$ cat src/rtl/jl_pkg.sv
// link parameter setup package: register map, field layout, mode table
// assumes byte-wide register access with 12-bit addresses
package jl_pkg;
	// ==========================================================
	// register addresses
	localparam logic [11:0] ADDR_LANE_PWR_OFF = 12'h201;
	localparam logic [11:0] ADDR_LINK_CTRL = 12'h300;
	localparam logic [11:0] ADDR_CFG_FIRST = 12'h450;
	localparam logic [11:0] ADDR_CFG_LAST = 12'h45a;
	localparam logic [11:0] ADDR_CFG_SUM = 12'h45d;
	localparam logic [11:0] ADDR_DAC_RATE_LO = 12'h0f0;
	localparam logic [11:0] ADDR_DAC_RATE_HI = 12'h0f1;
	localparam logic [11:0] ADDR_MODE = 12'h0f2;
	localparam logic [11:0] ADDR_UPSAMPLE = 12'h0f3;
	localparam logic [11:0] ADDR_STATUS = 12'h0f4;
	localparam logic [11:0] ADDR_LINK_RST = 12'h0f5;
	// ==========================================================
	// link control bits
	localparam int CTRL_SUM_METHOD_BIT = 6;
	localparam int CTRL_TWO_LINK_BIT = 3;
	localparam int CTRL_LINK_SEL_BIT = 2;
	// status bits
	localparam int ST_CFG_ERR_BIT = 0;
	localparam int ST_MISMATCH_BIT = 1;
	// ==========================================================
	// reset values
	localparam logic [7:0] RST_BYTE = 8'h00;
	localparam logic [15:0] RST_DAC_RATE = 16'h0000;
	// ==========================================================
	// configuration byte layout
	localparam int CFG_BYTES = 11;
	localparam int IDX_DID = 0;
	localparam int IDX_BID = 1;
	localparam int IDX_LID = 2;
	localparam int IDX_L = 3;
	localparam int IDX_F = 4;
	localparam int IDX_K = 5;
	localparam int IDX_M = 6;
	localparam int IDX_N = 7;
	localparam int IDX_NP = 8;
	localparam int IDX_S = 9;
	localparam int IDX_HD = 10;
	localparam int SCR_BIT = 7;
	localparam int HD_BIT = 7;
	localparam int PHADJ_BIT = 5;
	localparam int ADJDIR_BIT = 6;
	localparam int SUBCLASS_LSB = 5;
	// ==========================================================
	// numeric limits, all minus-one encoded where they meet fields
	localparam logic [4:0] RES_M1 = 5'd15;
	localparam logic [4:0] K_LONG_M1 = 5'd31;
	localparam logic [4:0] K_SHORT_M1 = 5'd15;
	localparam logic [31:0] LANE_RATE_MULT = 32'd20;
	localparam logic [31:0] LANE_RATE_MIN_MHZ = 32'd1440;
	localparam logic [31:0] LANE_RATE_MAX_MHZ = 32'd12400;
	// upsample mode codes
	localparam logic [7:0] UPS_1X = 8'h00;
	localparam logic [7:0] UPS_2X = 8'h01;
	localparam logic [7:0] UPS_4X = 8'h03;
	localparam logic [7:0] UPS_8X = 8'h04;
	// ==========================================================
	// operating mode table
	typedef struct packed {
		logic valid;
		logic dual_ok;
		logic k32_only;
		logic [3:0] m;
		logic [3:0] l;
		logic [3:0] s;
		logic [3:0] f;
	} jl_mode_s;

	function automatic jl_mode_s jl_mode_info(input logic [7:0] mode);
		jl_mode_s i;
		i = '{valid: 1'b1, dual_ok: 1'b0, k32_only: 1'b0,
			m: 4'h4, l: 4'h8, s: 4'h1, f: 4'h1};
		case (mode)
			8'h00: i.k32_only = 1'b1;
			8'h01: begin i.s = 4'h2; i.f = 4'h2; end
			8'h02: begin i.l = 4'h4; i.f = 4'h2; end
			8'h03: begin i.l = 4'h2; i.f = 4'h4; end
			8'h04: begin i = '{1'b1, 1'b1, 1'b1, 4'h2, 4'h4, 4'h1, 4'h1}; end
			8'h05: begin i = '{1'b1, 1'b1, 1'b0, 4'h2, 4'h4, 4'h2, 4'h2}; end
			8'h06: begin i = '{1'b1, 1'b1, 1'b0, 4'h2, 4'h2, 4'h1, 4'h2}; end
			8'h07: begin i = '{1'b1, 1'b1, 1'b0, 4'h2, 4'h1, 4'h1, 4'h4}; end
			8'h09: begin i = '{1'b1, 1'b1, 1'b1, 4'h1, 4'h2, 4'h1, 4'h1}; end
			8'h0a: begin i = '{1'b1, 1'b1, 1'b0, 4'h1, 4'h1, 4'h1, 4'h2}; end
			default: begin i = '{1'b0, 1'b0, 1'b0, 4'h1, 4'h1, 4'h1, 4'h1}; end
		endcase
		return i;
	endfunction
endpackage
$ cat src/rtl/jl_cfg_sum.sv
// configuration checksum of one link: field sum or register byte sum
// assumes minus-one fields are stored as they travel on the link
`timescale 1ns/1ps
module jl_cfg_sum
	import jl_pkg::*;
(
	input wire logic [7:0] cfg_i [CFG_BYTES], // link configuration bytes
	input wire logic method_i, // 0 field sum, 1 register sum
	output logic [7:0] sum_o // modulo-256 checksum
);
	// ==========================================================
	// both sums, then pick
	always_comb begin
		logic [7:0] reg_sum;
		logic [7:0] fld_sum;
		reg_sum = 8'h00;
		fld_sum = 8'h00;
		// plain byte sum over the whole block
		for (int b = 0; b < CFG_BYTES; b++) begin
			reg_sum = reg_sum + cfg_i[b];
		end
		// field sum, counts held minus one already
		fld_sum = cfg_i[IDX_DID] + 8'(cfg_i[IDX_BID][3:0]) + 8'(cfg_i[IDX_BID][7:4]);
		fld_sum = fld_sum + 8'(cfg_i[IDX_LID][4:0]) + 8'(cfg_i[IDX_LID][PHADJ_BIT]);
		fld_sum = fld_sum + 8'(cfg_i[IDX_LID][ADJDIR_BIT]) + 8'(cfg_i[IDX_L][4:0]);
		fld_sum = fld_sum + 8'(cfg_i[IDX_L][SCR_BIT]) + cfg_i[IDX_F];
		fld_sum = fld_sum + 8'(cfg_i[IDX_K][4:0]) + cfg_i[IDX_M];
		fld_sum = fld_sum + 8'(cfg_i[IDX_N][4:0]) + 8'(cfg_i[IDX_N][7:6]);
		fld_sum = fld_sum + 8'(cfg_i[IDX_NP][4:0]) + 8'(cfg_i[IDX_NP][7:5]);
		fld_sum = fld_sum + 8'(cfg_i[IDX_S][4:0]) + 8'(cfg_i[IDX_S][7:5]);
		fld_sum = fld_sum + 8'(cfg_i[IDX_HD][4:0]) + 8'(cfg_i[IDX_HD][HD_BIT]);
		sum_o = method_i ? reg_sum : fld_sum;
	end
endmodule

$ cat src/rtl/jl_link_setup.sv
// link parameter setup and checking for an eight-lane serial receiver
// assumes byte register access decoded from the serial control port
// Overview of operation
// modes 0-3: four converters, single link
// modes 4-7, 9, 10: single or dual link
// lane rate from sample rate, checked window
// sample rate is clock over upsample factor
// high density set exactly when one octet
// resolution and sample width both sixteen
// thirty-two frames in modes 0, 4, 9
// dual link gives separately resettable links
// dual links identical, dual-capable modes only
// transmitter settings match receiver settings
// scrambling setting enables descrambling
// link select steers configuration accesses
// thermometer lane mask enables used lanes
// mask bit one powers lane off
// checksum method must match transmitter
// field method sums fields, minus-one counts
// register method sums eleven bytes
// first-lane checksum held for comparison
// subclass selects external sync reference use
// subclass zero aligns on internal clock
// flag checksum mismatch for software
`timescale 1ns/1ps
module jl_link_setup
	import jl_pkg::*;
#(
	parameter int LINKS = 2 // link banks
) (
	input wire logic mclk_i, // system clock
	input wire logic rst_n_i, // synchronous reset, active low
	input wire logic [11:0] reg_addr_i, // register address
	input wire logic [7:0] reg_wdata_i, // write data
	input wire logic reg_wr_i, // write strobe
	input wire logic reg_rd_i, // read strobe
	input wire logic [7:0] rx_cfg_sum_i, // checksum seen on lane zero
	input wire logic rx_cfg_sum_vld_i, // pulse with rx_cfg_sum_i
	input wire logic rx_cfg_link_i, // link that carried it
	output logic [7:0] reg_rdata_o, // read data
	output logic reg_rvalid_o, // read data valid pulse
	output logic [1:0] link_enable_o, // per link enable
	output logic [1:0] link_reset_o, // per link reset
	output logic two_link_o, // dual link running
	output logic [1:0] descramble_en_o, // per link descrambler on
	output logic [7:0] lane_enable_o, // logical lanes enabled
	output logic [7:0] lane_power_off_o, // physical lanes off
	output logic ext_sync_ref_o, // external reference in use
	output logic cfg_error_o, // configuration not legal
	output logic sum_mismatch_o // sticky checksum mismatch
);
	// elaboration check: the logic serves exactly two link banks
	if (LINKS != 2) begin : g_links_chk
		$error("jl_link_setup: LINKS must be 2");
	end

	// ==========================================================
	// register state
	logic [7:0] cfg_r [LINKS][CFG_BYTES]; // link configuration banks
	logic [7:0] cfg_nxt [LINKS][CFG_BYTES];
	logic [7:0] lane_power_off_mask_r; // powered-off lanes
	logic [7:0] lane_power_off_mask_nxt;
	logic [7:0] link_ctrl_r; // method, dual, select, enables
	logic [7:0] link_ctrl_nxt;
	logic [15:0] dac_rate_r; // converter clock in MHz
	logic [15:0] dac_rate_nxt;
	logic [7:0] mode_r; // operating mode number
	logic [7:0] mode_nxt;
	logic [7:0] upsample_mode_code_r; // upsample factor code
	logic [7:0] upsample_mode_code_nxt;
	logic [1:0] link_rst_r; // software link resets
	logic [1:0] link_rst_nxt;

	// decoded controls
	logic checksum_method_sel; // 0 fields, 1 registers
	logic two_link_enable; // dual link
	logic link_select; // bank for configuration access
	logic cfg_hit; // address in configuration block
	logic [3:0] cfg_idx; // byte index in block
	logic [7:0] sum_c [LINKS]; // computed checksums

	assign checksum_method_sel = link_ctrl_r[CTRL_SUM_METHOD_BIT];
	assign two_link_enable = link_ctrl_r[CTRL_TWO_LINK_BIT];
	assign link_select = link_ctrl_r[CTRL_LINK_SEL_BIT];
	assign cfg_hit = (reg_addr_i >= ADDR_CFG_FIRST) && (reg_addr_i <= ADDR_CFG_LAST);
	assign cfg_idx = 4'(reg_addr_i - ADDR_CFG_FIRST);

	// ==========================================================
	// register writes
	always_comb begin
		cfg_nxt = cfg_r;
		lane_power_off_mask_nxt = lane_power_off_mask_r;
		link_ctrl_nxt = link_ctrl_r;
		dac_rate_nxt = dac_rate_r;
		mode_nxt = mode_r;
		upsample_mode_code_nxt = upsample_mode_code_r;
		link_rst_nxt = link_rst_r;
		if (reg_wr_i) begin
			// address decode
			if (reg_addr_i == ADDR_LANE_PWR_OFF) begin
				lane_power_off_mask_nxt = reg_wdata_i;
			end else if (reg_addr_i == ADDR_LINK_CTRL) begin
				link_ctrl_nxt = reg_wdata_i;
			end else if (cfg_hit) begin
				cfg_nxt[link_select][cfg_idx] = reg_wdata_i;
			end else if (reg_addr_i == ADDR_DAC_RATE_LO) begin
				dac_rate_nxt[7:0] = reg_wdata_i;
			end else if (reg_addr_i == ADDR_DAC_RATE_HI) begin
				dac_rate_nxt[15:8] = reg_wdata_i;
			end else if (reg_addr_i == ADDR_MODE) begin
				mode_nxt = reg_wdata_i;
			end else if (reg_addr_i == ADDR_UPSAMPLE) begin
				upsample_mode_code_nxt = reg_wdata_i;
			end else if (reg_addr_i == ADDR_LINK_RST) begin
				link_rst_nxt = reg_wdata_i[1:0];
			end
		end
	end

	// register file flops
	always_ff @(posedge mclk_i) begin
		if (!rst_n_i) begin
			for (int k = 0; k < LINKS; k++) begin
				for (int b = 0; b < CFG_BYTES; b++) begin
					cfg_r[k][b] <= RST_BYTE;
				end
			end
			lane_power_off_mask_r <= RST_BYTE;
			link_ctrl_r <= RST_BYTE;
			dac_rate_r <= RST_DAC_RATE;
			mode_r <= RST_BYTE;
			upsample_mode_code_r <= RST_BYTE;
			link_rst_r <= 2'b00;
		end else begin
			cfg_r <= cfg_nxt;
			lane_power_off_mask_r <= lane_power_off_mask_nxt;
			link_ctrl_r <= link_ctrl_nxt;
			dac_rate_r <= dac_rate_nxt;
			mode_r <= mode_nxt;
			upsample_mode_code_r <= upsample_mode_code_nxt;
			link_rst_r <= link_rst_nxt;
		end
	end

	// ==========================================================
	// checksum per link bank
	for (genvar g = 0; g < LINKS; g++) begin : g_sum
		jl_cfg_sum u_sum (
			.cfg_i(cfg_r[g]),
			.method_i(checksum_method_sel),
			.sum_o(sum_c[g])
		);
	end

	// ==========================================================
	// legality check of the programmed setup
	jl_mode_s mi; // table entry of mode_r
	logic [2:0] ups_shift; // doubling stages
	logic ups_ok; // known upsample code
	logic [31:0] lane_rate_mhz; // per-lane bit rate
	logic cfg_err_c; // any check failed

	always_comb begin
		logic [15:0] data_rate;
		data_rate = 16'h0000;
		mi = jl_mode_info(mode_r);
		ups_ok = 1'b1;
		ups_shift = 3'd0;
		// sample rate from converter clock
		case (upsample_mode_code_r)
			UPS_1X: ups_shift = 3'd0;
			UPS_2X: ups_shift = 3'd1;
			UPS_4X: ups_shift = 3'd2;
			UPS_8X: ups_shift = 3'd3;
			default: ups_ok = 1'b0;
		endcase
		data_rate = dac_rate_r >> ups_shift;
		lane_rate_mhz = (32'(data_rate) * LANE_RATE_MULT * 32'(mi.m)) / 32'(mi.l);
		cfg_err_c = !mi.valid || !ups_ok;
		cfg_err_c = cfg_err_c || (lane_rate_mhz < LANE_RATE_MIN_MHZ);
		cfg_err_c = cfg_err_c || (lane_rate_mhz > LANE_RATE_MAX_MHZ);
		// dual link only on dual-capable modes
		cfg_err_c = cfg_err_c || (two_link_enable && !mi.dual_ok);
		for (int k = 0; k < LINKS; k++) begin
			// counts must match the mode
			if (cfg_r[k][IDX_L][4:0] != 5'(mi.l - 4'h1) ||
				cfg_r[k][IDX_F] != 8'(mi.f - 4'h1) ||
				cfg_r[k][IDX_M] != 8'(mi.m - 4'h1) ||
				cfg_r[k][IDX_S][4:0] != 5'(mi.s - 4'h1)) begin
				cfg_err_c = cfg_err_c || (k == 0) || two_link_enable;
			end
			// high density exactly when one octet per lane
			if (cfg_r[k][IDX_HD][HD_BIT] != (cfg_r[k][IDX_F] == 8'h00)) begin
				cfg_err_c = cfg_err_c || (k == 0) || two_link_enable;
			end
			// sixteen-bit resolution and sample width
			if (cfg_r[k][IDX_N][4:0] != RES_M1 || cfg_r[k][IDX_NP][4:0] != RES_M1) begin
				cfg_err_c = cfg_err_c || (k == 0) || two_link_enable;
			end
			// frames per multiframe
			if (cfg_r[k][IDX_K][4:0] != K_LONG_M1 &&
				(mi.k32_only || cfg_r[k][IDX_K][4:0] != K_SHORT_M1)) begin
				cfg_err_c = cfg_err_c || (k == 0) || two_link_enable;
			end
		end
		// dual links carry identical parameters, lane id aside
		for (int b = 0; b < CFG_BYTES; b++) begin
			if (b != IDX_LID && cfg_r[0][b] != cfg_r[1][b]) begin
				cfg_err_c = cfg_err_c || two_link_enable;
			end
		end
	end

	// ==========================================================
	// status, outputs and read port
	logic [7:0] held_sum_r [LINKS]; // first-lane checksum kept
	logic [7:0] held_sum_nxt [LINKS];
	logic [7:0] rdata_nxt;
	logic mismatch_nxt;
	logic clr_mismatch; // write one to clear

	// thermometer mask for a minus-one lane count
	function automatic logic [7:0] therm(input logic [4:0] lm1);
		return (lm1 > 5'd7) ? 8'hff : 8'((16'h0002 << lm1) - 16'h0001);
	endfunction

	logic [7:0] lane_mask0_c; // thermometer of bank 0
	logic [7:0] lane_mask1_c; // thermometer of bank 1
	assign lane_mask0_c = therm(cfg_nxt[0][IDX_L][4:0]);
	assign lane_mask1_c = therm(cfg_nxt[1][IDX_L][4:0]);

	assign clr_mismatch = reg_wr_i && (reg_addr_i == ADDR_STATUS) &&
		reg_wdata_i[ST_MISMATCH_BIT];

	always_comb begin
		held_sum_nxt = held_sum_r;
		mismatch_nxt = sum_mismatch_o && !clr_mismatch;
		// keep the expected sum, compare with the received one
		for (int k = 0; k < LINKS; k++) begin
			held_sum_nxt[k] = sum_c[k];
		end
		if (rx_cfg_sum_vld_i && rx_cfg_sum_i != held_sum_r[rx_cfg_link_i]) begin
			mismatch_nxt = 1'b1;
		end
		// read decode, unmapped reads zero
		rdata_nxt = 8'h00;
		if (reg_addr_i == ADDR_LANE_PWR_OFF) begin
			rdata_nxt = lane_power_off_mask_r;
		end else if (reg_addr_i == ADDR_LINK_CTRL) begin
			rdata_nxt = link_ctrl_r;
		end else if (cfg_hit) begin
			rdata_nxt = cfg_r[link_select][cfg_idx];
		end else if (reg_addr_i == ADDR_CFG_SUM) begin
			rdata_nxt = held_sum_r[link_select];
		end else if (reg_addr_i == ADDR_DAC_RATE_LO) begin
			rdata_nxt = dac_rate_r[7:0];
		end else if (reg_addr_i == ADDR_DAC_RATE_HI) begin
			rdata_nxt = dac_rate_r[15:8];
		end else if (reg_addr_i == ADDR_MODE) begin
			rdata_nxt = mode_r;
		end else if (reg_addr_i == ADDR_UPSAMPLE) begin
			rdata_nxt = upsample_mode_code_r;
		end else if (reg_addr_i == ADDR_STATUS) begin
			rdata_nxt = {6'h00, sum_mismatch_o, cfg_error_o};
		end else if (reg_addr_i == ADDR_LINK_RST) begin
			rdata_nxt = {6'h00, link_rst_r};
		end
	end

	// output flops
	always_ff @(posedge mclk_i) begin
		if (!rst_n_i) begin
			held_sum_r[0] <= RST_BYTE;
			held_sum_r[1] <= RST_BYTE;
			reg_rdata_o <= RST_BYTE;
			reg_rvalid_o <= 1'b0;
			link_enable_o <= 2'b00;
			link_reset_o <= 2'b00;
			two_link_o <= 1'b0;
			descramble_en_o <= 2'b00;
			lane_enable_o <= RST_BYTE;
			lane_power_off_o <= RST_BYTE;
			ext_sync_ref_o <= 1'b0;
			cfg_error_o <= 1'b0;
			sum_mismatch_o <= 1'b0;
		end else begin
			held_sum_r <= held_sum_nxt;
			reg_rdata_o <= reg_rd_i ? rdata_nxt : reg_rdata_o;
			reg_rvalid_o <= reg_rd_i;
			link_enable_o <= link_ctrl_nxt[1:0];
			// single link: second link follows the first
			link_reset_o <= link_rst_map(link_ctrl_nxt, link_rst_nxt);
			two_link_o <= link_ctrl_nxt[CTRL_TWO_LINK_BIT];
			descramble_en_o <= {cfg_nxt[1][IDX_L][SCR_BIT], cfg_nxt[0][IDX_L][SCR_BIT]};
			lane_enable_o <= link_ctrl_nxt[CTRL_TWO_LINK_BIT] ?
				{lane_mask1_c[3:0], lane_mask0_c[3:0]} :
				lane_mask0_c;
			lane_power_off_o <= lane_power_off_mask_nxt;
			// one: external reference, zero: internal alignment clock
			ext_sync_ref_o <= (cfg_nxt[0][IDX_NP][7:5] == 3'd1);
			cfg_error_o <= cfg_err_c;
			sum_mismatch_o <= mismatch_nxt;
		end
	end

	// per-link resets from control and reset words
	function automatic logic [1:0] link_rst_map(input logic [7:0] ctl, input logic [1:0] rs);
		return ctl[CTRL_TWO_LINK_BIT] ? rs : {rs[0], rs[0]};
	endfunction
endmodule

$ cat config.mk
export PLATFORM = sky130hd
export DESIGN_NAME = jl_link_setup
export DESIGN_NICKNAME = d
export VERILOG_FILES = /design/src/rtl/jl_pkg.sv /design/src/rtl/jl_cfg_sum.sv /design/src/rtl/jl_link_setup.sv
export SDC_FILE = /design/constraint.sdc
export NUM_CORES = 1
export LEC_CHECK = 0
export BUFFER_PORTS_ARGS = -buffer_cell sky130_fd_sc_hd__clkbuf_2
export CELL_PAD_IN_SITES_DETAIL_PLACEMENT = 0
export CELL_PAD_IN_SITES_GLOBAL_PLACEMENT = 2
export CORE_MARGIN = 4
export CORE_UTILIZATION = 37
export CTS_CLUSTER_SIZE = 30
export DETAILED_ROUTE_END_ITERATION = 8
export PLACE_DENSITY = 0.82
export SETUP_SLACK_MARGIN = 0.4
export SLEW_MARGIN = 20
export SYNTH_ARGS = -nofsm -noshare
export SYNTH_HDL_FRONTEND = slang
export SYNTH_HIERARCHICAL = 1
export SYNTH_SLANG_ARGS = --single-unit
$ cat constraint.sdc
create_clock -name mclk_i -period 65.9 [get_ports mclk_i]
set_input_delay 9.885 -clock mclk_i [delete_from_list [all_inputs] [get_ports mclk_i]]
set_output_delay 9.885 -clock mclk_i [all_outputs]
set_load 0.005 [all_outputs]
== Word-level counts from Yosys, hierarchy flattened ==
Index checks and enable logic that the tools add are counted.

* Register bits after elaboration: 269
* Bits in latches: 0
* Bits in writable memories: 0
* Memory bits (read-only): 0
* Input port bits: 34
* Output and inout port bits: 35
* Logic and storage cells: 325
* Memories: 0

* $add $sub $neg: 63
* $mul: 2
* Div/mod/pow operators: 1
* $lt $le $gt $ge: 11
* Equal/unequal tests: 51
* Shift operators: 3
* Muxes and demuxes: 76
* Bitwise operators: 9
* Reduce and logical (&&, ||, !) cells: 64

{| class="wikitable"
|+ Operator list
! cell !! number
|-
| $mux W152 || 4
|-
| $mux W88 || 4
|-
| $add A8 B8 Y8 || 24
|-
| $bwmux W176 || 1
|-
| $mux W8 || 21
|-
| $ne A8 B8 Y1 || 15
|-
| $add A8 B5 Y8 || 14
|-
| $demux W88 S1 || 1
|-
| $eq A12 B8 Y1 const B || 6
|-
| $add A8 B1 Y8 || 8
|-
| $eq A8 B3 Y1 const B || 5
|-
| $add A8 B3 Y8 || 4
|-
| $add A8 B4 Y8 || 4
|-
| $bmux W8 S4 || 1
|-
| $demux W8 S4 || 1
|-
| $div A25 B4 Y32 || 1
|-
| $gt A32 B14 Y1 const B || 1
|-
| $logic_not A8 Y1 || 4
|-
| $lt A32 B11 Y1 const B || 1
|-
| $ne A5 B4 Y1 const B || 6
|-
| $logic_or A1 B1 Y1 || 28
|-
| $mux W2 || 13
|-
| $eq A12 B10 Y1 const B || 2
|-
| $eq A8 B2 Y1 const B || 3
|-
| other kinds (46) || 108
|}

== Longest topological paths before layout ==
* Word-level depth: 42
* Depth in mapped cells: 342
* Mapped depth without buffers: 317

== Modules after synthesis ==
Netlist, hierarchy kept.

{| class="wikitable"
|+ By module, submodules not included
! module !! times used !! cells an instance !! area an instance (µm²)
|-
| jl_link_setup || 1 || 4402 || 33822.4
|-
| jl_cfg_sum || 2 || 357 || 3594.7
|}

== Least setup slack after synthesis ==
Ideal clock, no wire load.

* Path type: register to register
* From: register mode_r[1]
* To: register cfg_error_o
* Setup time: 0.119 ns
* Arrival time: 69.279 ns
* Required time: 65.781 ns
* Setup slack: -3.498 ns
* Stages on the path, launching flop included: 320
* Path buffers: 27
* Clock period less this slack: 69.398 ns
* Cell sequence: dfxtp_1 clkbuf_1 xnor2_1 nor3_1 o21bai_1 nand2_1 ha_1 o211a_1 nor2_1 a211oi_1 ha_1 or3_1 o221ai_2 a21oi_1 a31o_2 inv_1 ha_1 nor4_1 [284 not listed] a211o_1 a21o_1 a21oi_1 nor4bb_1 o2111ai_1 nor3b_1 nor4b_1 o2111ai_1 nor4_2 mux2_1 ha_1 a2111oi_0 nand3_1 nor4_1 nand2_1 nor2_1 nand4_1 o221a_1

* Longest elaborated chain between the ends: 41
* Elaborated cells on any way between the ends: 91
* Those cells by class: add/sub (4); mul (1); div (1); order compare (2); eq/ne (17); mux (24); reduce/logical (42)

{| class="wikitable"
|+ Ends and longest elaborated chain
! element !! RTL line !! text
|-
| from (decl) || jl_link_setup.sv:67 || <nowiki>logic [7:0] mode_r;</nowiki>
|-
| from (signal assigned) || jl_link_setup.sv:139 || <nowiki>mode_r <= mode_nxt;</nowiki>
|-
| $eq A8 B3 Y1, or another cell as far along || jl_pkg.sv:77 || <nowiki>case (mode)</nowiki>
|-
| $reduce_or A4 Y1 (no line) || - ||
|-
| $pmux W3 S2 || jl_pkg.sv:77 ||
|-
| $mul A19 B4 Y23 || jl_link_setup.sv:178 || <nowiki>lane_rate_mhz = (32'(data_rate) * LANE_RATE_MULT * 32'(mi.m)) / 32'(mi.l);</nowiki>
|-
| $div A25 B4 Y32 || jl_link_setup.sv:178 ||
|-
| $lt A32 B11 Y1 || jl_link_setup.sv:180 || <nowiki>cfg_err_c = cfg_err_c || (lane_rate_mhz < LANE_RATE_MIN_MHZ);</nowiki>
|-
| $logic_or A1 B1 Y1 || jl_link_setup.sv:180 ||
|-
| $logic_or A1 B1 Y1 || jl_link_setup.sv:181 || <nowiki>cfg_err_c = cfg_err_c || (lane_rate_mhz > LANE_RATE_MAX_MHZ);</nowiki>
|-
| [25 not listed] || - ||
|-
| $logic_or A1 B1 Y1 || jl_link_setup.sv:209 || <nowiki>cfg_err_c = cfg_err_c || two_link_enable;</nowiki>
|-
| $mux W1 * || jl_link_setup.sv:208 || <nowiki>if (b != IDX_LID && cfg_r[0][b] != cfg_r[1][b]) begin</nowiki>
|-
| $logic_or A1 B1 Y1 || jl_link_setup.sv:209 ||
|-
| $mux W1 * || jl_link_setup.sv:208 ||
|-
| $logic_or A1 B1 Y1 || jl_link_setup.sv:209 ||
|-
| $mux W1 * || jl_link_setup.sv:208 ||
|-
| $logic_or A1 B1 Y1 || jl_link_setup.sv:209 ||
|-
| $mux W1 * || jl_link_setup.sv:208 ||
|-
| to (signal assigned) || jl_link_setup.sv:301 || <nowiki>cfg_error_o <= cfg_err_c;</nowiki>
|-
| to (decl) || jl_link_setup.sv:49 || <nowiki>output logic cfg_error_o,</nowiki>
|}

Every way passes the cells marked *; elsewhere a longest branch is shown, timed or not.
A chain may end at the register's enable or synchronous reset.

== Final worst setup path ==
* From: register mode_r[4]
* To: register cfg_error_o

Same word-level chain as after synthesis.

==> flow_summary.toml <==
[timing]
setup_viol = 0
layout_min_cycle_time_ns = 61.12
setup_tns_ns = 0
fmax_mhz = 16.36
fin_crit_sh_pct = 92.75
hold_viol = 0
drv_slew = 0
whs_ns = 0.4720
worst_slew_pin_slew_ns = 1.197
skew_ns = 0.02653
timing.slew.headroom_pct = 20.18

[cts]
htreeDepth = 1
clk_pin_slew_ns = 0.06
cts.sinks = 263
worst_skew_pair.late_latency_ns = 0.59
cts_made_buffers = 30
clockBufferDepth = 3
cts_hold_buf = 0
root_buffer = "clkbuf_16"
cts_tree = "done"

[yosys]
synth_cell_types = 142
synth-edff-count = 0
avgSynthCellArea_um2 = 8.016
synth_top_area_cell = "dfxtp_1"
synth_area_um2 = 41010
synth.top_cells.by_area = "dfxtp_1 (13%), fa_1 (11%), mux2i_1 (7.6%), ha_1 (7.1%), xnor2_1 (5.1%)"
synth_ff_type = "dfxtp_1"
ys_seq_area_share_pct = 12.84
async_reset_ff_share_pct = 0
synth_seq_cells = 263
ys_warn_count = 6
synth_cells = 5116
synth_top_area_share_pct = 12.84

[setup_path]
required_ns = 66.38
cpMostUsedCell = "ha_1"
critical_path.startpoint_type = "register"
critPathKind = "register to register"
crit_slowest_cell = "or4_4"
crit_buf_inv = 16
crit_path_end_kind = "register"
cp_max_fo = 12
reg2reg_from = "mode_r[4]$_SDFFE_PN0P_"
worstSetupStartpoint = "mode_r[4]$_SDFFE_PN0P_"
arrival_ns = 61.60
critical-path-top-delay-family = "simple AND/OR/NAND/NOR gates"
critPathMaxStageDelay_ns = 0.59

[floorplan]
die_area_um2 = 116200
row_count = 121
start_util_pct = 37.47
core_um2 = 109500
die_y_um = 340.9
die_w_um = 340.9
ios = 69

[detailed_routing]
vias = 39410
via_per_inst = 5.833
drc = 0
wire_per_inst_um = 22.89
dr.pass1.iters = 8
ant_nets = 0
drt_iter0_drc = 3353
wl_um = 154700

[finish]
multiInputGateArea_um2 = 34060
final_nets = 5757
finish.utilization_pct = 41.90
drive_above_1_share_pct = 13.01
num-fill-cells = 11310
syn_to_final_growth_pct = 11.83
antennaDiodeCount = 0
seq_area_um2 = 5268

[worst_hold_path]
hp-class = "register to register"
hp-start = "link_ctrl_r[5]$_SDFFE_PN0P_"

[global_route]
grt_overflow = 0
grt_pass1_vias = 37750
grt_antenna_before_repair = 0
grt_max_degree = 173
grt_pass1_wl_um = 235400
track_usage_pct = 25.63

[place]
gp_congestion = 0.9578
io_buffer_count = 68
dp_hpwl_um = 121800

[flow_run]
max_cap_violations = 0

[run_status]
status = "completed"
worst paths after layout:
path / to / slack [ns] / cells after the start
setup / recovery: cfg_error_o$_SDFF_PN0_ / 4.78 / 301
hold reg to reg: link_ctrl_r[5]$_SDFFE_PN0P_ / 0.47 / 2
hold / removal: link_ctrl_r[5]$_SDFFE_PN0P_ / 0.47 / 2
setup reg to reg: cfg_error_o$_SDFF_PN0_ / 4.78 / 301
worst min-delay path, cell delays in order (launching register included):
cell	delay [ns]
dfxtp_1	0.31
nand2_1	0.05
a21boi_0	0.06
registers in the layout, indices dropped and copies added (netlist names):
name / cells
lane_enable_o: 8
sum_mismatch_o: 1
lane_power_off_o: 8
dac_rate_r: 16
link_rst_r: 2
reg_rdata_o: 8
cfg_error_o: 1
descramble_en_o: 1
mode_r: 8
held_sum_r: 16
link_reset_o: 1
ext_sync_ref_o: 1
upsample_mode_code_r: 8
link_ctrl_r: 8
reg_rvalid_o: 1
cfg_r: 175
Yosys cell counts (19+ instances only):
cell type and n:
inv_1 419, nand2_1 398, nor2_1 331, mux2i_1 313, dfxtp_1 263, a21oi_1 244
xnor2_1 240, fa_1 234, ha_1 232, nor2b_1 227, o21ai_0 179, nor3_1 177
clkbuf_1 141, nand3_1 127, xor2_1 109, o21a_1 75, and2_1 71, nor4_1 67
a21o_1 66, nand4_1 66, nand2b_1 58, a31oi_1 55, and3_1 54, or3_1 54
or2_2 49, a211oi_1 47, o211ai_1 45, o31ai_1 43, a21boi_0 42, o22ai_1 42
o21bai_1 34, mux4_2 33, mux2_2 32, or4_1 27, o21ai_1 26, buf_1 23
a211o_1 22, buf_2 19
through the flow:
step           setup WS, ns  instances  cell area [um2]
3_3_place_gp         0.2323       6649            43900
4_1_cts              0.4037       6712            45110
3_5_place_dp         -2.061       6649            43910
6_report              4.778       6756            45860
5_1_grt            -0.05588       6756            45860
2_1_floorplan        0.4557       5123            41160
cells by family (layout without fill, tap and decap cells):
family                   count (synthesis)  count (layout)  share of synthesized area, %
buffers and inverters                  615             772                         5.824
AND/OR/NAND/NOR                       1843            1843                         24.18
AO/OA/AOI/OAI                         1193            1193                         20.59
adder cells (fa/ha/maj)                468             468                         18.55
other                                    1               8                      0.009144
multiplexers                           380             380                         10.39
XOR/XNOR                               353             353                         7.612
flip-flops                             263             263                         12.84
layout by cell type (no fill, tap or decap), drive strengths merged, types with 56 or more instances in the layout:
cell      n
a21o     66
a21oi   248
a31oi    57
and2     72
buf     232
clkbuf  106
dfxtp   263
fa      234
ha      232
inv     421
mux2i   313
nand2   399
nand2b   60
nand3   128
nand4    66
nor2    333
nor2b   227
nor3    189
nor4     88
o21a     75
o21ai   206
or2      56
xnor2   243
xor2    110
routing by layer:
metal | GRT usage [%] | vias to the layer above | part of all wire (%) | routed length (um)
met3 | 1.776 | 218 | 5.0 | 7797
met5 | 0 | - | 0 | 0
li1 | - | 18710 | - | -
met1 | 37.42 | 19290 | 47 | 73170
met4 | 7.223 | 0 | 3.4 | 5186
met2 | 40.67 | 1193 | 44 | 68510
layout make-up:
type                            count  share of cell area [%]
Multi-Input combinational cell   4245                   74.27
Clock buffer                       41                   1.926
Inverter                          420                   3.438
Tap cell                         1476                   4.027
Clock inverter                     14                  0.3492
Timing Repair Buffer              297                   4.504
Sequential cell                   263                   11.49
what timing repair did:
item	CTS	global route
gates resized for setup	24	96
pin swaps	5	26
endpoints found under the setup margin	1	1
setup buffers	8	44
Power is not shown: default switching activity piles up to over one toggle a cycle in this logic, so the estimate is an artifact.
